## src/design/hisp_pkg.sv

```systemverilog
// Package for the host interface select and status block.
// Assumes a 40 MHz core clock; all settings arrive as plain ports.
package hisp_pkg;

   // ****************************************
   // Timing
   // ****************************************
   localparam int CLK_HZ = 40_000_000;
   localparam int FACTORY_HOLD_S = 10;
   localparam longint FACTORY_HOLD_CYC = longint'(FACTORY_HOLD_S) * CLK_HZ;
   localparam int DRDY_TOGGLE_US = 100;
   localparam int DRDY_TOGGLE_CYC = DRDY_TOGGLE_US * (CLK_HZ / 1_000_000);
   localparam int FLASH_US = 50_000;
   localparam int FLASH_CYC = FLASH_US * (CLK_HZ / 1_000_000);
   localparam int SPI_DETECT_EDGES = 8;
   localparam int MAX_BAUD = 3_000_000;
   localparam int MIN_DIV = CLK_HZ / MAX_BAUD;
   localparam logic [15:0] DEF_BAUD_DIV = 16'h015b;

   // ****************************************
   // DSR use and link states
   // ****************************************
   localparam logic [1:0] DSR_CMD = 2'h0;
   localparam logic [1:0] DSR_DISC = 2'h1;
   localparam logic [1:0] DSR_UART_EN = 2'h2;
   localparam logic [1:0] DSR_STOP = 2'h3;

   typedef enum logic [1:0] {
      HISP_IDLE,
      HISP_CONNECTING,
      HISP_CONNECTED
   } hisp_link_e;

   typedef enum logic [1:0] {
      HISP_SEL_WAIT,
      HISP_SEL_DETECT,
      HISP_SEL_UART,
      HISP_SEL_SPI
   } hisp_sel_e;

   // Active-low colour outputs
   typedef struct packed {
      logic green_n;
      logic blue_n;
      logic red_n;
   } hisp_led_s;

   // Boot outcome caught from the switches
   typedef struct packed {
      logic uart_defaults;
      logic bootloader;
      logic factory_reset;
   } hisp_boot_s;

   localparam hisp_led_s LED_DATA_IDLE = 3'b011;
   localparam hisp_led_s LED_CMD_IDLE = 3'b010;
   localparam hisp_led_s LED_CONNECTING = 3'b100;
   localparam hisp_led_s LED_CONNECTED = 3'b101;
   localparam hisp_led_s LED_DARK = 3'b111;

endpackage : hisp_pkg

```

## src/design/hisp_sync.sv

```systemverilog
// Two-flop synchroniser for pins from outside the core clock.
// Assumes the asynchronous active-high reset of the block.
`timescale 1ns/1ps
module hisp_sync #(
   parameter int WIDTH = 1,
   parameter logic [WIDTH-1:0] RST_VAL = '0
) (
   // Clock, reset and enable
   input wire logic mclk,
   input wire logic rst,
   input wire logic ce,
   // Data
   input wire logic [WIDTH-1:0] d,
   output logic [WIDTH-1:0] q
);
   logic [WIDTH-1:0] meta;

   always_ff @(posedge mclk or posedge rst) begin
      if (rst) begin
         meta <= RST_VAL;
         q <= RST_VAL;
      end else if (ce) begin
         meta <= d;
         q <= meta;
      end
   end
endmodule : hisp_sync

```

## src/design/hisp_top.sv

```systemverilog
// Host interface selection, startup switches and status lights.
// Assumes pins are asynchronous; UART/SPI engines sit outside.
// Functional notes
// [RL1] Colour status outputs are active low.
// [RL2] Colour codes for data idle, command idle, connecting, connected.
// [RL3] Lit indication flashes on data activity when connecting or connected.
// [RL4] First switch low at startup restores default UART settings.
// [RL5] Second switch requests a connection to a peripheral.
// [RL6] Both switches low at startup enter bootloader.
// [RL7] Both held low ten seconds: leave bootloader, factory defaults.
// [RL8] DSR enters command mode, disconnects, gates UART or stop mode.
// [RL9] Only one of UART or SPI is active at a time; code enables both during detection and while the banner runs once SPI wins.
// [RL10] After boot, watch both links for host activity.
// [RL11] Startup banner always goes out on UART transmit; code blocks it while the DSR_UART_EN gate holds UART off.
// [RL12] Data-ready toggles periodically during SPI detection.
// [RL13] Eight SPI clocks select SPI and disable UART.
// [RL14] UART command during detection selects UART, stops toggle, SPI off.
// [RL15] Frame is 8 data bits, even or no parity, 1 stop; 8N1 default.
// [RL16] Baud divider programmable up to 3 Mbaud.
// [RL17] CTS is an input, RTS an output.
// [RL18] SPI port is slave only.
// [RL19] Data-ready output enabled after reset, can be disabled.
// [RL20] Receive-full output disabled after reset.
// [RL21] Host keeps SPI clock at or below 10 MHz.
// [RL22] Host uses SPI mode 1 or 3.
// [RL23] Host transfers 8 to 4096 bytes, multiple of 4.
// [RL24] RTS and CTS are active low.
// [RL25] External system reset input is active low.
// [RL26] SPI chip select is active low and frames transactions.
`timescale 1ns/1ps
module hisp_top
   import hisp_pkg::*;
#(
   parameter longint HOLD_CYC = FACTORY_HOLD_CYC,
   parameter int DRDY_CYC = DRDY_TOGGLE_CYC,
   parameter int FLASH_LEN = FLASH_CYC
) (
   // Clock, reset, enable
   input wire logic mclk,
   input wire logic rst,
   input wire logic ce,
   input wire logic sys_reset_n,
   // Switch and DSR pins
   input wire logic switch1_n,
   input wire logic switch2_n,
   input wire logic dsr_n,
   // UART and SPI pins
   input wire logic uart_cts_n,
   input wire logic spi_sclk,
   input wire logic spi_cs_n,
   // Events from the link engines (core clock)
   input wire logic boot_done,
   input wire logic uart_cmd_seen,
   input wire logic data_activity,
   input wire logic rx_buf_full,
   input wire logic uart_rts_req,
   input wire logic banner_busy,
   // Configuration
   input wire logic [1:0] dsr_use,
   input wire logic cmd_mode_cfg,
   input wire hisp_pkg::hisp_link_e link_state,
   input wire logic drdy_enable,
   input wire logic norx_enable,
   input wire logic parity_even_cfg,
   input wire logic baud_wr,
   input wire logic [15:0] baud_div_cfg,
   // Status light outputs
   output hisp_pkg::hisp_led_s led,
   // Link outputs
   output logic uart_rts_n,
   output logic uart_tx_enable,
   output logic uart_cts_ok,
   output logic spi_enable,
   output logic data_ready_out,
   output logic receive_full_out,
   output logic parity_even,
   output logic [15:0] baud_div,
   // Control outputs
   output logic command_mode,
   output logic disconnect_req,
   output logic stop_req,
   output logic connect_req,
   output hisp_pkg::hisp_boot_s boot,
   output hisp_pkg::hisp_sel_e sel
);
   import hisp_pkg::*;

   // ****************************************
   // Input synchronisers
   // ****************************************
   logic [6:0] pins_s;
   logic sw1_s, sw2_s, dsr_s, cts_s, sclk_s, cs_s, nrst_s;

   hisp_sync #(.WIDTH(7), .RST_VAL(7'h7f)) u_sync (
      .mclk(mclk),
      .rst(rst),
      .ce(ce),
      .d({switch1_n, switch2_n, dsr_n, uart_cts_n, spi_sclk, spi_cs_n,
          sys_reset_n}),
      .q(pins_s)
   );
   assign {sw1_s, sw2_s, dsr_s, cts_s, sclk_s, cs_s, nrst_s} = pins_s;

   // Soft reset from the external active-low pin
   logic srst;
   assign srst = !nrst_s; // RL25

   // ****************************************
   // Startup switch sampling
   // ****************************************
   logic sampled;
   logic [1:0] settle;
   logic take;
   logic [35:0] hold_cnt;

   // Sample only once both sync stages hold real pin levels
   assign take = settle[1] && !sampled && !srst;

   always_ff @(posedge mclk or posedge rst) begin
      if (rst) begin
         settle <= '0;
         sampled <= 1'b0;
         boot <= '0;
         hold_cnt <= '0;
      end else if (ce) begin
         settle <= {settle[0], 1'b1};
         if (srst) begin
            sampled <= 1'b0;
            boot <= '0;
            hold_cnt <= '0;
         end else if (take) begin
            sampled <= 1'b1;
            boot.uart_defaults <= !sw1_s; // RL4
            boot.bootloader <= !sw1_s && !sw2_s; // RL6
         end else if (boot.bootloader) begin
            if (sw1_s || sw2_s) begin
               hold_cnt <= HOLD_CYC[35:0];
            end else if (hold_cnt == HOLD_CYC[35:0] - 36'h1) begin
               boot.bootloader <= 1'b0; // RL7
               boot.factory_reset <= 1'b1; // RL7
            end else if (hold_cnt != HOLD_CYC[35:0]) begin
               hold_cnt <= hold_cnt + 36'h1;
            end
         end
      end
   end

   // Second switch falling edge requests a connection
   logic sw2_d;
   always_ff @(posedge mclk or posedge rst) begin
      if (rst) begin
         sw2_d <= 1'b1;
         connect_req <= 1'b0;
      end else if (ce) begin
         sw2_d <= sw2_s;
         connect_req <= sampled && !boot.bootloader && sw2_d && !sw2_s; // RL5
      end
   end

   // ****************************************
   // Interface selection
   // ****************************************
   logic sclk_d;
   logic [3:0] edge_cnt;
   logic [$clog2(DRDY_CYC+1)-1:0] drdy_cnt;
   logic drdy_tog;

   always_ff @(posedge mclk or posedge rst) begin
      if (rst) begin
         sel <= HISP_SEL_WAIT;
         sclk_d <= 1'b1;
         edge_cnt <= '0;
      end else if (ce) begin
         sclk_d <= sclk_s;
         if (srst) begin
            sel <= HISP_SEL_WAIT;
            edge_cnt <= '0;
         end else begin
            unique case (sel)
               HISP_SEL_WAIT: begin
                  if (boot_done && !boot.bootloader) begin
                     sel <= HISP_SEL_DETECT; // RL10
                  end
               end
               HISP_SEL_DETECT: begin
                  if (uart_cmd_seen) begin
                     sel <= HISP_SEL_UART; // RL14
                  end else if (edge_cnt == 4'(SPI_DETECT_EDGES)) begin
                     sel <= HISP_SEL_SPI; // RL13
                  end else if (!cs_s && sclk_s && !sclk_d) begin
                     edge_cnt <= edge_cnt + 4'h1; // RL26
                  end
               end
               HISP_SEL_UART: ;
               HISP_SEL_SPI: ;
            endcase
         end
      end
   end

   // Detection pulse train on data-ready
   always_ff @(posedge mclk or posedge rst) begin
      if (rst) begin
         drdy_cnt <= '0;
         drdy_tog <= 1'b0;
      end else if (ce) begin
         if (sel != HISP_SEL_DETECT) begin
            drdy_cnt <= '0;
            drdy_tog <= 1'b0;
         end else if (drdy_cnt == ($bits(drdy_cnt))'(DRDY_CYC - 1)) begin
            drdy_cnt <= '0;
            drdy_tog <= !drdy_tog; // RL12
         end else begin
            drdy_cnt <= drdy_cnt + 1'b1;
         end
      end
   end

   // ****************************************
   // DSR control
   // ****************************************
   logic dsr_d;
   logic uart_gate;

   always_ff @(posedge mclk or posedge rst) begin
      if (rst) begin
         dsr_d <= 1'b1;
         command_mode <= 1'b0;
         disconnect_req <= 1'b0;
         stop_req <= 1'b0;
         uart_gate <= 1'b1;
      end else if (ce) begin
         dsr_d <= dsr_s;
         disconnect_req <= 1'b0;
         unique case (dsr_use)
            DSR_CMD: command_mode <= cmd_mode_cfg || !dsr_s; // RL8
            DSR_DISC: begin
               command_mode <= cmd_mode_cfg;
               disconnect_req <= dsr_d && !dsr_s; // RL8
            end
            DSR_UART_EN: begin
               command_mode <= cmd_mode_cfg;
               uart_gate <= !dsr_s; // RL8
            end
            DSR_STOP: begin
               command_mode <= cmd_mode_cfg;
               stop_req <= dsr_s; // RL8
            end
         endcase
         if (dsr_use != DSR_UART_EN) begin
            uart_gate <= 1'b1;
         end
         if (dsr_use != DSR_STOP) begin
            stop_req <= 1'b0;
         end
      end
   end

   // ****************************************
   // Link enables, flow control, frame setup
   // ****************************************
   always_ff @(posedge mclk or posedge rst) begin
      if (rst) begin
         uart_tx_enable <= 1'b1;
         spi_enable <= 1'b0;
         uart_rts_n <= 1'b1;
         uart_cts_ok <= 1'b0;
         data_ready_out <= 1'b0;
         receive_full_out <= 1'b0;
      end else if (ce) begin
         // Banner keeps transmit alive even once SPI wins
         uart_tx_enable <= uart_gate &&
                           (sel != HISP_SEL_SPI || banner_busy); // RL9 RL11
         spi_enable <= sel == HISP_SEL_SPI || sel == HISP_SEL_DETECT; // RL9 RL18
         uart_rts_n <= !(uart_rts_req && uart_gate &&
                         sel != HISP_SEL_SPI); // RL17 RL24
         uart_cts_ok <= !cts_s; // RL17 RL24
         if (!drdy_enable) begin
            data_ready_out <= 1'b0; // RL19
         end else if (sel == HISP_SEL_DETECT) begin
            data_ready_out <= drdy_tog; // RL12
         end else begin
            data_ready_out <= sel == HISP_SEL_SPI && rx_buf_full; // RL19
         end
         receive_full_out <= norx_enable && sel == HISP_SEL_SPI &&
                             rx_buf_full; // RL20
      end
   end

   always_ff @(posedge mclk or posedge rst) begin
      if (rst) begin
         parity_even <= 1'b0; // RL15
         baud_div <= DEF_BAUD_DIV;
      end else if (ce) begin
         if (take && !sw1_s) begin
            parity_even <= 1'b0; // RL4
            baud_div <= DEF_BAUD_DIV;
         end else if (baud_wr) begin
            parity_even <= parity_even_cfg; // RL15
            baud_div <= (baud_div_cfg < 16'(MIN_DIV)) ?
                        16'(MIN_DIV) : baud_div_cfg; // RL16
         end
      end
   end

   // ****************************************
   // Status lights
   // ****************************************
   logic [$clog2(FLASH_LEN+1)-1:0] flash_cnt;
   hisp_led_s next_led;

   always_ff @(posedge mclk or posedge rst) begin
      if (rst) begin
         flash_cnt <= '0;
      end else if (ce) begin
         if (data_activity) begin
            flash_cnt <= ($bits(flash_cnt))'(FLASH_LEN);
         end else if (flash_cnt != '0) begin
            flash_cnt <= flash_cnt - 1'b1;
         end
      end
   end

   always_comb begin
      unique case (link_state)
         HISP_CONNECTING: next_led = LED_CONNECTING; // RL2
         HISP_CONNECTED: next_led = LED_CONNECTED; // RL2
         default: next_led = command_mode ? LED_CMD_IDLE
                                          : LED_DATA_IDLE; // RL2
      endcase
      if (link_state != HISP_IDLE && flash_cnt != '0) begin
         next_led = LED_DARK; // RL3
      end
   end

   always_ff @(posedge mclk or posedge rst) begin
      if (rst) begin
         led <= LED_DARK; // RL1
      end else if (ce) begin
         led <= next_led; // RL1
      end
   end

   // ****************************************
   // Assertions
   // ****************************************
   a_one_link: assert property (@(posedge mclk) disable iff (rst) // RL9
      ce && sel == HISP_SEL_SPI |=> uart_rts_n)
      else $error("RTS asserted while SPI selected");
   a_spi_select: assert property (@(posedge mclk) disable iff (rst) // RL13
      ce && !srst && sel == HISP_SEL_DETECT && !uart_cmd_seen &&
      edge_cnt == 4'(SPI_DETECT_EDGES) |=> sel == HISP_SEL_SPI)
      else $error("SPI not selected after eight clocks");
   a_uart_select: assert property (@(posedge mclk) disable iff (rst) // RL14
      ce && !srst && sel == HISP_SEL_DETECT && uart_cmd_seen
      |=> sel == HISP_SEL_UART)
      else $error("UART not selected on command");
   a_drdy_quiet: assert property (@(posedge mclk) disable iff (rst) // RL14
      sel == HISP_SEL_UART && $past(sel) == HISP_SEL_UART && ce
      |=> !data_ready_out)
      else $error("Data-ready toggles after UART chosen");
   a_boot_enter: assert property (@(posedge mclk) disable iff (rst) // RL6
      ce && take && !sw1_s && !sw2_s |=> boot.bootloader)
      else $error("Bootloader not entered");
   a_uart_default: assert property (@(posedge mclk) disable iff (rst) // RL4
      ce && take && !sw1_s |=> boot.uart_defaults)
      else $error("UART defaults not flagged");
   a_led_connect: assert property (@(posedge mclk) disable iff (rst) // RL2
      ce && link_state == HISP_CONNECTED && flash_cnt == '0
      |=> led == LED_CONNECTED)
      else $error("Wrong connected colour");
   a_led_flash: assert property (@(posedge mclk) disable iff (rst) // RL3
      ce && link_state == HISP_CONNECTING && flash_cnt != '0
      |=> led == LED_DARK)
      else $error("No flash on activity");
   a_norx_off: assert property (@(posedge mclk) disable iff (rst) // RL20
      ce && !norx_enable |=> !receive_full_out)
      else $error("Receive-full driven while disabled");
   a_drdy_off: assert property (@(posedge mclk) disable iff (rst) // RL19
      ce && !drdy_enable |=> !data_ready_out)
      else $error("Data-ready driven while disabled");

   c_spi_win: cover property (@(posedge mclk) sel == HISP_SEL_SPI);
   c_uart_win: cover property (@(posedge mclk) sel == HISP_SEL_UART);
   c_factory: cover property (@(posedge mclk) boot.factory_reset);
   c_flash: cover property (@(posedge mclk) led == LED_DARK &&
      link_state == HISP_CONNECTED);

endmodule : hisp_top
```

## config.mk

```make
export PLATFORM = sky130hd
export DESIGN_NAME = hisp_top
export DESIGN_NICKNAME = d
export VERILOG_FILES = /design/src/design/hisp_pkg.sv /design/src/design/hisp_sync.sv /design/src/design/hisp_top.sv
export SDC_FILE = /design/constraint.sdc
export NUM_CORES = 1
export LEC_CHECK = 0
export ABC_AREA = 0
export BUFFER_PORTS_ARGS = -buffer_cell sky130_fd_sc_hd__buf_2
export CAP_MARGIN = 20
export CORE_ASPECT_RATIO = 0.6
export CORE_MARGIN = 1.5
export CORE_UTILIZATION = 55
export CTS_CLUSTER_SIZE = 14
export DETAILED_ROUTE_END_ITERATION = 8
export GPL_ROUTABILITY_DRIVEN = 0
export GPL_TIMING_DRIVEN = 1
export PLACE_DENSITY = 0.83
export SLEW_MARGIN = 20
export SYNTH_ARGS = -nofsm -noshare
export SYNTH_HDL_FRONTEND = slang
export SYNTH_SLANG_ARGS = --single-unit
```

## constraint.sdc

```tcl
create_clock -name mclk -period 5.4 [get_ports mclk]
set_input_delay 1.08 -clock mclk [delete_from_list [all_inputs] [get_ports mclk]]
set_output_delay 1.08 -clock mclk [all_outputs]
set_load 0.02 [all_outputs]
```

==> summary.md <==
| Metric | Value |
|---|---|
| Initial antenna violation count | `0` |
| Core area | `12100 µm²` |
| CTS buffer count | `17` |
| Yosys warns | `0` |
| Cts hold-fix bufs | `0` |
| Vias | `6160` |
| Placement Setup Slack | `2.10 ns` |
| Hold Vio Cnt, Final | `0` |
| DRT Pass-1 Iters | `5` |
| RSZ-0062 raised after global routing | `false` |
| Clock Power Share | `37.1%` |
| Congestion Overflow GR | `0` |
| Top cell type's share of synthesized area | `37.0%` |
| Yosys cell types | `76` |
| Crit-path max cell delay | `0.64 ns` |
| Synth Flop Type | `dfrtp_1` |
| Sequential power share | `45.2%` |
| Combinational share of power | `17.8%` |
| Seq/Total Area, Yosys | `48.2%` |
| Most frequent cell after synthesis | `dfrtp_1` |
| Placed Area | `7300 µm²` |
| Achievable frequency | `343 MHz` |
| Final worst slack | `2.48 ns` |
| Final min period | `2.92 ns` |
| Post-synth net total | `742` |
| # Max-Cap Violations | `0` |
| CTS clk-pin slew, worst paths | `0.05 ns` |
| Die extent in x | `147 µm` |
| Cells after Synth | `692` |
| Worst vdd ir | `0.254 mV` |
| Routed Antenna Nets | `0` |
| Max Transition Viols Final | `0` |
| Clk Latency, worst-skew pair | `0.42 ns` |
| Crit-path cells | `buf_2 -> buf_4 -> nand4_1 -> or3_2 -> o211ai_1` |
| # resized after CTS | `0` |
| Input/output buffers | `75` |
| Clk_skew | `0.0143 ns` |
| Worst hold-check path type | `reg -> reg` |
| Cell-internal power | `1.94 mW` |
| Crit path DAT | `3.24 ns` |
| Outcome | `completed` |
| FP Rows | `31` |
| 1st-iter DRT viols | `921` |
| Vias in the first global route | `5880` |
| FFs w/ async S/R, synth | `100%` |
| DP HPWL | `12.5 mm` |
| Top cell type by total area after synthesis | `dfrtp_1` |
| Die ar. | `13100 µm²` |
| Final net count | `806` |
| CTS tree | `built` |
| Initial Utilization | `56.6%` |
| Crit path kind | `in -> reg` |
| Crit-path max FO | `61` |
| Pleak | `3.30 nW` |
| Area growth syn-to-layout | `15.0%` |
| Setup tns final | `0 ns` |
| Share of post-route cells with drive strength above 1 | `25.7%` |
| Final wirelength | `18.2 mm` |
| Switch Pwr | `0.879 mW` |
| Largest net degree at the start of global routing | `62` |
| H-tree lvl count | `4` |
| Max-Slew Margin vs Limit | `34.0%` |
| Avg Inst Size Synth | `9.86 µm²` |
| CP Launch Type | `primary input` |
| Root Buffer | `clkbuf_16` |
| Vias/cell | `6.60` |
| PD cells | `359 nW/µm²` |
| IO Pins | `76` |
| Crit path capture type | `flip-flop` |
| Post-synth EDFFs | `0` |
| Req. time, crit path | `5.73 ns` |
| Synthesized area | `6830 µm²` |
| Die Span Y | `89.3 µm` |
| Final instance area | `7850 µm²` |
| Synth area leaders | `dfrtp_1 (37%), dfstp_2 (11%), mux2_2 (3.6%)` |
| First-pass GRT wire length | `29.9 mm` |
| Actual slew at the worst max-slew pin | `0.982 ns` |
| Seq cells post-synth | `130` |
| Drt wl/cell | `19.5 µm` |
| Final-report setup violation count | `0` |
| Inserted Diodes | `0` |
| Commonest cells in the netlist | `dfrtp_1 (101), nand2_1 (65), nor2_1 (39)` |
| Fin crit share | `54.0%` |
| Clk buf depth | `2` |
| Gr usage total | `29.2%` |
| Net Sw Frac | `31.2%` |
| Slowest CP cell | `or3_2` |
| # Post-CTS Setup Buffers | `0` |
| Clk sinks | `130` |
| Drc violations | `0` |
critical path: cells and delay by family:
family | cells | cell delay, ns
and+or+nand+nor | 2 | 1.27
buffers and inverters | 2 | 0.72
AOI/OAI and AO/OA | 1 | 0.15
metal layers:
metal | part of all wire [%] | up-vias | global-route usage (%)
li1 | - | 2735 | -
met2 | 44 | 397 | 44.8
met3 | 11 | 42 | 7.55
met1 | 44 | 2986 | 40.7
met4 | 1.9 | 0 | 10.6
met5 | 0 | - | 0
path summary, 6_finish.rpt:
path,startpoint,to,slack [ns],cells after the start
max,ce,hold_cnt[32]$_DFFE_PP0P_,2.48,5
min,settle[0]$_DFFE_PP0P_,settle[0]$_DFFE_PP0P_,0.47,1
max reg2reg,hold_cnt[13]$_DFFE_PP0P_,hold_cnt[34]$_DFFE_PP0P_,2.55,5
min reg2reg,settle[0]$_DFFE_PP0P_,settle[0]$_DFFE_PP0P_,0.47,1
max in group asynchronous,rst,settle[0]$_DFFE_PP0P_,3.70,3
min in group asynchronous,rst,baud_div[14]$_DFFE_PP0P_,0.64,2
per-stage QoR:
step / hold slack [ns] / total power, mW / instances / utilization (%)
after floorplan: 0.431 / 1.60 / 692 / -
after global placement: 0.448 / 1.74 / 901 / 60.5
after detailed placement: 0.457 / 1.77 / 901 / 60.5
after CTS: 0.470 / 2.81 / 933 / 65.0
after global routing: 0.489 / 2.94 / 934 / 65.1
final: 0.472 / 2.82 / 934 / 65.1
power groups by stage:
stage / logic, mW / registers (mW) / clock network (mW)
finish: 0.501 / 1.27 / 1.04
global route: 0.550 / 1.29 / 1.10
CTS: 0.498 / 1.27 / 1.05
detailed placement: 0.494 / 1.28 / 0
global placement: 0.471 / 1.27 / 0
floorplan: 0.324 / 1.28 / 0
cells by family (layout without fill, tap and decap cells):
logic type / Yosys count / count (layout) / synth area share (%)
simple gates: 280 / 280 / 22.5
compound gates: 175 / 175 / 18.4
flops: 130 / 130 / 48.2
buf+inv: 61 / 138 / 3.63
mux: 26 / 26 / 4.22
xor+xnor: 11 / 11 / 1.41
fa+ha+maj: 9 / 9 / 1.65
final cells by class:
cell class / count / area (µm²)
Fill cell: 941 / 4210
Sequential cell: 130 / 3290
Clock inverter: 13 / 86.3
Clock buffer: 19 / 453
Multi-Input combinational cell: 501 / 3300
Tap cell: 165 / 206
Inverter: 25 / 96.3
Timing Repair Buffer: 81 / 424
cell usage in the layout, fill, tap and decap left out, types with 18 or more instances in the layout:
master,count
a21oi_1,30
nand3_1,32
buf_2,75
dfrtp_1,101
nor2_1,38
o21ai_0,29
inv_1,24
nand4_1,20
a31oi_1,24
nand2_1,65
mux2_2,22
dfstp_2,29
nor3_1,18
state kept, by name, indices dropped and copies added, names as in the netlist, 2 cells and up:
register / count
baud_div: 16
boot: 3
drdy_cnt: 12
edge_cnt: 4
flash_cnt: 21
hold_cnt: 36
led: 3
sel: 2
settle: 2
u_sync.meta: 7
u_sync.q: 7
(Power assumes the default switching activity.)
